--- config.mk ---
export PLATFORM = sky130hd
export DESIGN_NAME = l2_cache_attribute_policy
export DESIGN_NICKNAME = d
export VERILOG_FILES = /design/src/logic/l2_policy_pkg.sv /design/src/logic/attr_decode.sv /design/src/logic/line_store.sv /design/src/logic/l2_cache_attribute_policy.sv
export SDC_FILE = /design/constraint.sdc
export NUM_CORES = 2
export LEC_CHECK = 0
export BUFFER_PORTS_ARGS = -buffer_cell sky130_fd_sc_hd__buf_2
export CORE_MARGIN = 2
export CORE_UTILIZATION = 45
export CTS_BUF_LIST = sky130_fd_sc_hd__clkbuf_16
export DETAILED_ROUTE_END_ITERATION = 6
export GPL_ROUTABILITY_DRIVEN = 0
export GPL_TIMING_DRIVEN = 0
export RECOVER_POWER = 25
export SLEW_MARGIN = 30
export SYNTH_ARGS = -nofsm -noshare
export SYNTH_HDL_FRONTEND = slang
export SYNTH_SLANG_ARGS = --single-unit
export TNS_END_PERCENT = 30
--- constraint.sdc ---
create_clock -name ref_clk_i -period 6.7 [get_ports ref_clk_i]
set_input_delay 0.67 -clock ref_clk_i [delete_from_list [all_inputs] [get_ports ref_clk_i]]
set_output_delay 0.67 -clock ref_clk_i [all_outputs]
set_load 0.02 [all_outputs]
--- src/logic/l2_policy_pkg.sv ---
// shared constants for the level-two attribute policy block
// assumes a 32-bit core address and a 64-bit master data bus
package l2_policy_pkg;
    // register map of the plain register port
    localparam logic [7:0] CTRL_OFS = 8'h00;
    localparam logic [7:0] STAT_OFS = 8'h04;
    localparam int CTRL_WA_OVR_BIT = 0;
    localparam int CTRL_SH_OVR_BIT = 1;
    localparam logic [1:0] CTRL_RESET = 2'h0;
    // line store shape: one word per line, direct mapped
    localparam int IDX_W = 4;
    localparam int NLINES = 16;
    localparam int TAG_W = 26;
    localparam int TAG_LSB = 6;
    localparam int IDX_LSB = 2;
    // write buffer
    localparam int SLOTS = 2;
    localparam int USE_W = 4;
    localparam logic [USE_W-1:0] USE_MAX = 4'hF;
endpackage

--- src/logic/attr_decode.sv ---
// turns protection and sideband attributes into cache policy bits
// assumes attributes are stable while the request is valid
`timescale 1ns/1ns
`default_nettype none
module attr_decode
    import l2_policy_pkg::*;
(
    input wire logic [2:0] slave_port_protection_attrs_i, // allocate, cacheable, bufferable
    input wire logic shared_attribute_sideband_i,
    input wire logic shared_ovr_i,
    input wire logic wa_ovr_i,
    output logic lookup_o,
    output logic buffered_o,
    output logic fill_rd_o,
    output logic alloc_o,
    output logic wb_o
);
    wire alloc_bit = slave_port_protection_attrs_i[2];
    wire cache_bit = slave_port_protection_attrs_i[1];
    wire buf_bit = slave_port_protection_attrs_i[0];
    // override makes shared look nonshared inside the block
    wire shared_eff = shared_attribute_sideband_i & ~shared_ovr_i; // [RQ19]
    // cacheable types are write-through, write-back alloc or write-back no-alloc
    wire cached_type = cache_bit & (alloc_bit | buf_bit); // [RQ13] [RQ14]
    wire outer_writeback_alloc = cached_type & ~alloc_bit & buf_bit; // [RQ15]
    wire outer_writethrough_noalloc = cached_type & alloc_bit & ~buf_bit; // [RQ16]
    wire outer_writeback_noalloc = cached_type & alloc_bit & buf_bit; // [RQ17]

    // shared cacheable: buffered, never looked up or filled
    assign buffered_o = cached_type; // [RQ18]
    assign lookup_o = cached_type & ~shared_eff; // [RQ20]
    assign fill_rd_o = lookup_o;
    assign wb_o = outer_writeback_alloc | outer_writeback_noalloc;
    assign alloc_o = lookup_o & (outer_writeback_alloc | wa_ovr_i); // [RQ5]
    wire unused_wt = outer_writethrough_noalloc;
endmodule
`default_nettype wire

--- src/logic/line_store.sv ---
// direct mapped line array: tag, data, valid and dirty per line
// assumes read index is presented one cycle before data is needed
`timescale 1ns/1ns
`default_nettype none
module line_store
    import l2_policy_pkg::*;
(
    input wire logic ref_clk_i,
    input wire logic resetn_i,
    input wire logic [IDX_W-1:0] rd_idx_i,
    output logic rd_valid_o,
    output logic rd_dirty_o,
    output logic [TAG_W-1:0] rd_tag_o,
    output logic [31:0] rd_data_o,
    input wire logic wr_en_i,
    input wire logic [IDX_W-1:0] wr_idx_i,
    input wire logic [TAG_W-1:0] wr_tag_i,
    input wire logic [31:0] wr_data_i,
    input wire logic wr_dirty_i
);
    logic [TAG_W-1:0] tag_mem [NLINES];
    logic [31:0] data_mem [NLINES];
    logic [NLINES-1:0] valid_ff;
    logic [NLINES-1:0] dirty_ff;

    // arrays carry no reset; only the valid and dirty flag bits get one
    always_ff @(posedge ref_clk_i) begin
        if (wr_en_i) begin
            tag_mem[wr_idx_i] <= wr_tag_i;
            data_mem[wr_idx_i] <= wr_data_i;
        end
        rd_tag_o <= tag_mem[rd_idx_i];
        rd_data_o <= data_mem[rd_idx_i];
    end

    // flag bits, read out registered like the data
    always_ff @(posedge ref_clk_i) begin
        if (!resetn_i) begin
            valid_ff <= '0;
            dirty_ff <= '0;
            rd_valid_o <= 1'b0;
            rd_dirty_o <= 1'b0;
        end else begin
            if (wr_en_i) begin
                valid_ff[wr_idx_i] <= 1'b1;
                dirty_ff[wr_idx_i] <= wr_dirty_i;
            end
            rd_valid_o <= valid_ff[rd_idx_i];
            rd_dirty_o <= dirty_ff[rd_idx_i];
        end
    end
endmodule
`default_nettype wire

--- src/logic/l2_cache_attribute_policy.sv ---
// level-two transaction policy: core request port, write buffer, master port
// assumes all request and memory inputs come from logic on ref_clk_i
// How it works
// (RQ1) write-through hit: buffer, update array on drain, also write to memory
// (RQ2) write-back hit: buffer, update array on drain, mark dirty, no memory write
// (RQ3) cacheable write miss without allocation: buffer, forward to memory on drain
// (RQ4) cacheable read hit returns array data; miss linefills then answers core
// (RQ5) write allocate override allocates a line for every cacheable write miss
// (RQ6) drain the write buffer when both slots hold data
// (RQ7) without hazards, drain the least used slot first
// (RQ8) a slot causing a hazard drains ahead of normal order
// (RQ9) core never issues unaligned bursts
// (RQ10) core never ends a noncacheable fixed burst early
// (RQ11) memory write data sits on lanes 31:0, lanes 63:32 stay zero
// (RQ12) memory duplicates read data on both halves
// (RQ13) not cacheable, not allocate: strongly ordered or device, no fills
// (RQ14) allocate 0, cacheable 1, bufferable 0: uncached, unbuffered, no fills
// (RQ15) nonshared write-back allocate: buffer misses, fill on reads and writes
// (RQ16) nonshared write-through: buffer writes, fill on reads only
// (RQ17) nonshared write-back no-allocate: buffer misses, fill on reads only
// (RQ18) shared cacheable access: writes buffered, no linefills
// (RQ19) shared override treats shared accesses as nonshared
// (RQ20) noncacheable accesses skip lookup and go straight to memory
`timescale 1ns/1ns
`default_nettype none
module l2_cache_attribute_policy
    import l2_policy_pkg::*;
(
    input wire logic ref_clk_i,
    input wire logic resetn_i,
    // register port
    input wire logic [7:0] reg_addr_i,
    input wire logic [31:0] reg_wdata_i,
    input wire logic reg_wr_i,
    input wire logic reg_rd_i,
    output logic [31:0] reg_rdata_o,
    // core request port
    input wire logic req_valid_i,
    input wire logic req_write_i,
    input wire logic [31:0] req_addr_i,
    input wire logic [31:0] req_wdata_i,
    input wire logic [2:0] slave_port_protection_attrs_i,
    input wire logic shared_attribute_sideband_i,
    output logic req_ready_o,
    output logic rsp_valid_o,
    output logic [31:0] rsp_rdata_o,
    // master port toward memory
    output logic mem_valid_o,
    output logic mem_write_o,
    output logic [31:0] mem_addr_o,
    output logic [63:0] mem_wdata_o,
    input wire logic mem_ready_i,
    input wire logic mem_rvalid_i,
    input wire logic [63:0] mem_rdata_i
);
    typedef enum logic [2:0] {
        ST_IDLE,
        ST_LOOK,
        ST_DLOOK,
        ST_EVICT,
        ST_ALLOC,
        ST_MREQ,
        ST_MWAIT
    } state_e;
    state_e st_ff, nxt_st;

    logic [1:0] ctrl_ff;
    logic [31:0] reg_rdata_ff;
    logic rsp_valid_ff;
    logic [31:0] rsp_data_ff;
    // pending operation
    logic [31:0] op_addr_ff, op_data_ff;
    logic op_write_ff, op_lookup_ff, op_fill_ff, op_alloc_ff, op_wb_ff;
    logic [31:0] vict_addr_ff, vict_data_ff;
    // write buffer slots
    logic [SLOTS-1:0] slot_vld_ff;
    logic [31:0] slot_addr_ff [SLOTS];
    logic [31:0] slot_data_ff [SLOTS];
    logic [USE_W-1:0] slot_use_ff [SLOTS];
    logic [SLOTS-1:0] slot_lookup_ff, slot_alloc_ff, slot_wb_ff;
    logic drain_on_ff;

    // attribute decode of the incoming request
    logic dec_lookup, dec_buffered, dec_fill, dec_alloc, dec_wb;
    attr_decode u_dec (
        .slave_port_protection_attrs_i(slave_port_protection_attrs_i),
        .shared_attribute_sideband_i(shared_attribute_sideband_i),
        .shared_ovr_i(ctrl_ff[CTRL_SH_OVR_BIT]),
        .wa_ovr_i(ctrl_ff[CTRL_WA_OVR_BIT]),
        .lookup_o(dec_lookup),
        .buffered_o(dec_buffered),
        .fill_rd_o(dec_fill),
        .alloc_o(dec_alloc),
        .wb_o(dec_wb)
    );

    // slot matching and drain choice
    logic [SLOTS-1:0] slot_hit;
    genvar gi;
    generate
        for (gi = 0; gi < SLOTS; gi++) begin : g_match
            assign slot_hit[gi] = slot_vld_ff[gi] && (slot_addr_ff[gi][31:2] == req_addr_i[31:2]);
        end
    endgenerate
    wire both_full = &slot_vld_ff; // [RQ6]
    wire buf_write = req_valid_i & req_write_i & dec_buffered;
    // reads of buffered data and unbuffered traffic must see older writes first
    wire read_hazard = req_valid_i & ~req_write_i & (|slot_hit);
    wire order_hazard = req_valid_i & ~buf_write & (|slot_vld_ff);
    wire lru_sel = !slot_vld_ff[0] ? 1'b1 : !slot_vld_ff[1] ? 1'b0 : (slot_use_ff[1] < slot_use_ff[0]); // [RQ7]
    wire drain_sel = read_hazard ? slot_hit[1] : lru_sel; // [RQ8]
    wire drain_go = both_full | drain_on_ff | read_hazard | order_hazard; // [RQ6] [RQ8]
    wire merge = |slot_hit;
    wire ins_sel = merge ? slot_hit[1] : slot_vld_ff[0];
    wire idle = (st_ff == ST_IDLE);
    wire buf_take = idle & ~drain_go & buf_write;
    wire op_take = idle & ~drain_go & req_valid_i & ~buf_write;

    // a full-buffer drain empties both slots
    always_ff @(posedge ref_clk_i) begin
        if (!resetn_i) begin
            drain_on_ff <= 1'b0;
        end else if (idle && drain_go) begin
            drain_on_ff <= both_full; // [RQ6]
        end
    end

    // line store with a registered read
    logic ent_valid, ent_dirty;
    logic [TAG_W-1:0] ent_tag;
    logic [31:0] ent_data;
    logic arr_wr;
    logic [31:0] arr_wdata;
    logic arr_dirty;
    wire [31:0] rd_addr = !idle ? op_addr_ff : drain_go ? slot_addr_ff[drain_sel] : req_addr_i;
    line_store u_lines (
        .ref_clk_i(ref_clk_i),
        .resetn_i(resetn_i),
        .rd_idx_i(rd_addr[IDX_LSB +: IDX_W]),
        .rd_valid_o(ent_valid),
        .rd_dirty_o(ent_dirty),
        .rd_tag_o(ent_tag),
        .rd_data_o(ent_data),
        .wr_en_i(arr_wr),
        .wr_idx_i(op_addr_ff[IDX_LSB +: IDX_W]),
        .wr_tag_i(op_addr_ff[TAG_LSB +: TAG_W]),
        .wr_data_i(arr_wdata),
        .wr_dirty_i(arr_dirty)
    );
    wire ent_hit = ent_valid && (ent_tag == op_addr_ff[TAG_LSB +: TAG_W]);
    wire vict_dirty = ent_valid & ent_dirty & ~ent_hit;

    // array writes: drained store data or returned linefill data
    wire fill_back = (st_ff == ST_MWAIT) & mem_rvalid_i & op_fill_ff;
    assign arr_wr = (st_ff == ST_ALLOC) | fill_back; // [RQ4]
    assign arr_wdata = fill_back ? mem_rdata_i[31:0] : op_data_ff;
    assign arr_dirty = ~fill_back & op_wb_ff; // [RQ2]

    // master port: victim during eviction, pending op otherwise
    wire evicting = (st_ff == ST_EVICT);
    assign mem_valid_o = evicting | (st_ff == ST_MREQ);
    assign mem_write_o = evicting | op_write_ff;
    assign mem_addr_o = evicting ? vict_addr_ff : op_addr_ff;
    assign mem_wdata_o = {32'h0000_0000, evicting ? vict_data_ff : op_data_ff}; // [RQ11]
    assign req_ready_o = buf_take | op_take;
    assign rsp_valid_o = rsp_valid_ff;
    assign rsp_rdata_o = rsp_data_ff;
    assign reg_rdata_o = reg_rdata_ff;

    // sequencing of lookup, drain, eviction and memory access
    always_comb begin
        nxt_st = st_ff;
        unique case (st_ff)
            ST_IDLE: begin
                if (drain_go) begin
                    nxt_st = ST_DLOOK;
                end else if (op_take) begin
                    nxt_st = (!req_write_i && dec_lookup) ? ST_LOOK : ST_MREQ; // [RQ20]
                end
            end
            ST_LOOK: begin
                if (ent_hit) begin
                    nxt_st = ST_IDLE; // [RQ4]
                end else if (op_fill_ff && vict_dirty) begin
                    nxt_st = ST_EVICT;
                end else begin
                    nxt_st = ST_MREQ;
                end
            end
            ST_DLOOK: begin
                if (!op_lookup_ff) begin
                    nxt_st = ST_MREQ; // [RQ18]
                end else if (ent_hit) begin
                    nxt_st = ST_ALLOC; // [RQ1] [RQ2]
                end else if (op_alloc_ff) begin
                    nxt_st = vict_dirty ? ST_EVICT : ST_ALLOC; // [RQ5] [RQ15]
                end else begin
                    nxt_st = ST_MREQ; // [RQ3]
                end
            end
            ST_EVICT: begin
                if (mem_ready_i) begin
                    nxt_st = op_write_ff ? ST_ALLOC : ST_MREQ;
                end
            end
            ST_ALLOC: begin
                nxt_st = op_wb_ff ? ST_IDLE : ST_MREQ; // [RQ1] [RQ2]
            end
            ST_MREQ: begin
                if (mem_ready_i) begin
                    nxt_st = op_write_ff ? ST_IDLE : ST_MWAIT;
                end
            end
            ST_MWAIT: begin
                if (mem_rvalid_i) begin
                    nxt_st = ST_IDLE;
                end
            end
        endcase
    end

    // state, core answer and register port
    always_ff @(posedge ref_clk_i) begin
        if (!resetn_i) begin
            st_ff <= ST_IDLE;
            ctrl_ff <= CTRL_RESET;
            reg_rdata_ff <= 32'h0000_0000;
            rsp_valid_ff <= 1'b0;
            rsp_data_ff <= 32'h0000_0000;
        end else begin
            st_ff <= nxt_st;
            if (reg_wr_i && reg_addr_i == CTRL_OFS) begin
                ctrl_ff <= reg_wdata_i[1:0];
            end
            reg_rdata_ff <= !reg_rd_i ? 32'h0000_0000 :
                reg_addr_i == CTRL_OFS ? {30'h0, ctrl_ff} :
                reg_addr_i == STAT_OFS ? {29'h0, ~idle | drain_on_ff, slot_vld_ff} : 32'h0000_0000;
            rsp_valid_ff <= ((st_ff == ST_LOOK) && ent_hit) || ((st_ff == ST_MWAIT) && mem_rvalid_i);
            // lower half is used; memory duplicates data on both halves
            rsp_data_ff <= (st_ff == ST_LOOK) ? ent_data : mem_rdata_i[31:0]; // [RQ12]
        end
    end

    // capture of the operation in flight
    always_ff @(posedge ref_clk_i) begin
        if (!resetn_i) begin
            op_addr_ff <= 32'h0000_0000;
            op_data_ff <= 32'h0000_0000;
            {op_write_ff, op_lookup_ff, op_fill_ff, op_alloc_ff, op_wb_ff} <= 5'h00;
            vict_addr_ff <= 32'h0000_0000;
            vict_data_ff <= 32'h0000_0000;
        end else begin
            if (idle && drain_go) begin
                op_addr_ff <= slot_addr_ff[drain_sel];
                op_data_ff <= slot_data_ff[drain_sel];
                {op_write_ff, op_fill_ff} <= 2'h2;
                op_lookup_ff <= slot_lookup_ff[drain_sel];
                op_alloc_ff <= slot_alloc_ff[drain_sel];
                op_wb_ff <= slot_wb_ff[drain_sel];
            end else if (op_take) begin
                op_addr_ff <= req_addr_i;
                op_data_ff <= req_wdata_i;
                op_write_ff <= req_write_i;
                op_lookup_ff <= dec_lookup;
                op_fill_ff <= ~req_write_i & dec_fill; // [RQ13] [RQ14] [RQ16] [RQ17]
                op_alloc_ff <= 1'b0;
                op_wb_ff <= 1'b0;
            end
            if (st_ff == ST_LOOK || st_ff == ST_DLOOK) begin
                vict_addr_ff <= {ent_tag, op_addr_ff[IDX_LSB +: IDX_W], 2'h0};
                vict_data_ff <= ent_data;
            end
        end
    end

    // write buffer: merge, insert, and release on drain
    generate
        for (gi = 0; gi < SLOTS; gi++) begin : g_slot
            wire ins = buf_take && (ins_sel == gi);
            wire rel = idle && drain_go && (drain_sel == gi);
            always_ff @(posedge ref_clk_i) begin
                if (!resetn_i) begin
                    slot_vld_ff[gi] <= 1'b0;
                    slot_addr_ff[gi] <= 32'h0000_0000;
                    slot_data_ff[gi] <= 32'h0000_0000;
                    slot_use_ff[gi] <= '0;
                    {slot_lookup_ff[gi], slot_alloc_ff[gi], slot_wb_ff[gi]} <= 3'h0;
                end else if (rel) begin
                    slot_vld_ff[gi] <= 1'b0;
                end else if (ins) begin
                    // a merge counts as one more use of the slot
                    slot_vld_ff[gi] <= 1'b1;
                    slot_addr_ff[gi] <= req_addr_i;
                    slot_data_ff[gi] <= req_wdata_i;
                    slot_use_ff[gi] <= !merge ? '0 : (slot_use_ff[gi] == USE_MAX) ? USE_MAX : slot_use_ff[gi] + 1'b1;
                    slot_lookup_ff[gi] <= dec_lookup;
                    slot_alloc_ff[gi] <= dec_alloc;
                    slot_wb_ff[gi] <= dec_wb;
                end
            end
        end
    endgenerate
endmodule
`default_nettype wire

==> flow_summary_export.csv <==
group,metric,value,unit
power,leakagePower,23.68,nW
critical_path,cpPeakStageDelay,0.59,ns
global_routing,met3_usage,0.04754,
cts,cts_tree,"done",
global_routing,gr-total-overflow,0,
timing,skew,0.03043,ns
global_routing,grt_pass1_wl,247800,um
finish,fin_nets,5319,
yosys,synthArstFlopShare,0,
critical_path,required,7.33,ns
yosys,ys_seq_elements,1337,
power,vdd_ir_drop_max,0.3357,mV
floorplan,ios,344,
global_routing,grt_busiest_layer,"met2",
critical_path,crit_family,"simple AND/OR/NAND/NOR gates",
timing,fin_tns_setup,0,ns
placed_design,placedCellCount,6601,
yosys,synth.distinct_cells,66,
finish,nFillCells,10360,
global_routing,gr-usage-met2,0.4433,
finish,stdcell_count,6865,
critical_path,worstRegToRegCells,12,
yosys,synth.largest_area_cell,"edfxtp_1",
critical_path,crit_path_end_kind,"flop",
critical_path,critical_path_class,"reg2reg",
global_routing,grt_start_max_net_pins,44,
run,cap_violations,2,
critical_path,cp-start-kind,"flop",
cts,clock_sinks,1337,
global_routing,grt_use_met1,0.3761,
status,outcome,"complete, but fails checks",
detailed_routing,vias,38520,
critical_path,path_max_fanout,10,
detailed_routing,drt-total-wl,173500,um
global_routing,grt_usage,0.2784,
timing,fin_ws,1.608,ns
timing,tightest_slew,2.377,ns
detailed_routing,drcViolationCount,2,
yosys,syn-cell-area,0.05412,mm2
finish,drive_above_1_share,0.1461,
global_routing,grt_pass1_vias,36390,
status,violations,"DRC, capacitance limit, slew limit",
timing,relSlewSlack,-0.5845,
worst_hold_path,hold_class,"in2reg",
cts,cts_buffer_depth,3,
timing,slew_viol_final,70,
timing,whs,0.1690,ns
placed_design,hpwl,121500,um
cts,root_buffer,"clkbuf_16",
detailed_routing,ant_nets,0,
timing,period_share,0.7601,
floorplan,dieArea,0.1231,mm2
cts,clkTransAtPathRegs,0.06,ns
placed_design,port_buffers,219,
detailed_routing,post_drt_wl_per_cell,25.28,um
yosys,synth_top_area_frac,0.5903,
cts,clock_latency,0.76,ns
yosys,synth_edf_count,1064,
critical_path,cpMaxStageDelayCell,"nor3_2",
critical_path,cp_common_cell,"buf_2",
critical_path,cp_num_cells,12,
floorplan,initial_utilization,0.4523,
critical_path,path_buf_inv,3,
floorplan,core_area,0.1197,mm2
cts,cts.htree.levels,4,
timing,min_period,5.092,ns
timing,report.final.hold_viol_count,0,
detailed_routing,firstDrtPassIters,7,
yosys,synth.area.top_cells,"edfxtp_1 (59%), dfxtp_1 (10%), nand2_1 (9.4%), nand3_1 (4.4%), a21oi_1 (2.2%)",
floorplan,die_x,350.8,um
yosys,synth-seq-area-share,0.6913,
placed_design,dp_slack,1.360,ns
yosys,synthCells,4623,
cts,cts_buffers,142,
floorplan,rows,127,
finish,syn2layout_area_growth,17.28,%
detailed_routing,via_per_inst,5.610,
global_routing,antenna_found_initial,8,
yosys,ys.flop_type,"edfxtp_1",
timing,setup-violations-final,0,
detailed_routing,initialDrtViolationCount,4394,
yosys,synth_area_per_cell,11.71,um2
cts,ctsHoldBuffers,0,
yosys,ys_warn_count,0,
worst_hold_path,whs_path_depth,3,
cts,postCtsSetupBuffers,0,
power,p_per_area,481.3,mW/mm2
timing,timing.fmax,196.4,MHz
critical_path,cp.arrival,5.72,ns
cts,post_cts_resized,0,
floorplan,fp.dieH,350.8,um
timing,rsz0062_at_grt,"no",
critical_path,path_cells,"xor2_1 > nor4_1 > nand4_1 > nor3_2 > o211ai_2 > a21boi_2 > buf_2 > buf_2 > buf_1 > nand3_1 > a21oi_1 > nor3_1",
## registers in the layout (all words and copies together), names as in the netlist, 3 cells and up
signal	flops
st_ff	3
u_lines.valid_ff	16
u_lines.rd_tag_o	26
vict_data_ff	32
u_lines.dirty_ff	16
op_addr_ff	32
slot_data_ff	64
op_data_ff	32
vict_addr_ff	30
rsp_rdata_o	32
u_lines.rd_data_o	32
u_lines.tag_mem	416
slot_use_ff	8
u_lines.data_mem	512
reg_rdata_o	3
slot_addr_ff	64
## Yosys cell counts, drive strengths merged (6+ instances only)
master	instances
dfxtp	273
edfxtp	1064
or3	6
o221ai	26
nand2b	7
xor2	47
a311oi	35
o21ai	24
a31oi	35
and3	100
nor2	96
mux2i	42
o211ai	7
clkbuf	172
and2	72
xnor2	41
nor3	78
nand2	1352
nor4	16
a22oi	8
nand3	478
nand4	73
inv	11
mux2	95
a21oi	237
buf	183
## path summary, 6_finish.rpt
| check | startpoint | end | slack (ns) |
|---|---|---|---|
| max | slot_addr_ff[0][13]$_SDFFCE_PN0P_ | u_lines.rd_tag_o[12]$_DFF_P_ | 1.61 |
| min | mem_rdata_i[11] | rsp_rdata_o[11]$_SDFF_PN0_ | 0.17 |
| min reg2reg | u_lines.rd_data_o[20]$_DFF_P_ | rsp_rdata_o[20]$_SDFF_PN0_ | 0.44 |
| max reg2reg | slot_addr_ff[0][13]$_SDFFCE_PN0P_ | u_lines.rd_tag_o[12]$_DFF_P_ | 1.61 |
## through the flow
stage	total power, W	utilization	instance area, um2
detailed placement	0.02307	0.4939	59100
global placement	0.02289	0.4802	57460
global route	0.03197	0.5304	63470
finish	0.03055	0.5305	63470
floorplan	0.01792	-	54350
CTS	0.03061	0.5312	63550
## kinds of logic (layout without fill, tap and decap cells)
group / Yosys count / after routing / synth area share
buffers and inverters: 368 / 935 / 0.03345
muxes: 137 / 137 / 0.02753
xor gates and xnor gates: 88 / 88 / 0.01424
and+or+nand+nor: 2289 / 2289 / 0.1872
other: 1 / 64 / 0.00006929
DFF: 1337 / 1337 / 0.6913
AOI/OAI and AO/OA: 398 / 398 / 0.04499
adders and majority gates: 5 / 5 / 0.001156
## area by class of cell
cell class,count,area [um2],area share
antenna,3,7.507,0.0001183
buffer,355,1767,0.02783
clock buffer,148,3704,0.05835
clock inverter,112,749.5,0.01181
inverter,13,48.80,0.0007688
multi-input combinational,2978,15250,0.2402
sequential,1337,37420,0.5895
tap,1612,2017,0.03178
timing repair buffer,307,2517,0.03966
## report_power, final
part	switching (W)	internal (W)
registers	0.000834	0.0102
clock network	0.00326	0.00433
logic	0.00862	0.00330
total	0.0127	0.0178
## cells in the final DEF (no fill, tap or decap), types with 14 or more instances in the layout
cell type / n
buf_1: 19
nor4_1: 14
a21oi_1: 237
o21ai_0: 20
clkinv_2: 23
nor3_1: 62
conb_1: 61
clkbuf_1: 206
dfxtp_1: 273
and2_1: 70
nor3_2: 15
a31oi_1: 34
edfxtp_1: 1064
inv_1: 49
a311oi_1: 34
nand3_1: 478
o221ai_1: 26
clkinv_1: 33
nand2_1: 1352
mux2_2: 93
buf_4: 112
xor2_1: 47
and3_1: 100
buf_2: 268
nor2_1: 84
buf_16: 37
xnor2_1: 41
clkbuf_16: 148
mux2i_1: 42
nand4_1: 73
## worst min-delay path: cells and delay by family
| family | cells | cell delay (ns) |
|---|---|---|
| and+or+nand+nor | 1 | 0.05 |
| AOI/OAI and AO/OA | 1 | 0.05 |
| buffers and inverters | 1 | 0.10 |
## per-layer routing
metal	up-vias	share of wire
met5	-	0.000075
li1	17360	-
met2	1802	0.46
met1	19060	0.40
met4	2	0.045
met3	286	0.086
Note: power is estimated with default switching activity, not from simulation.
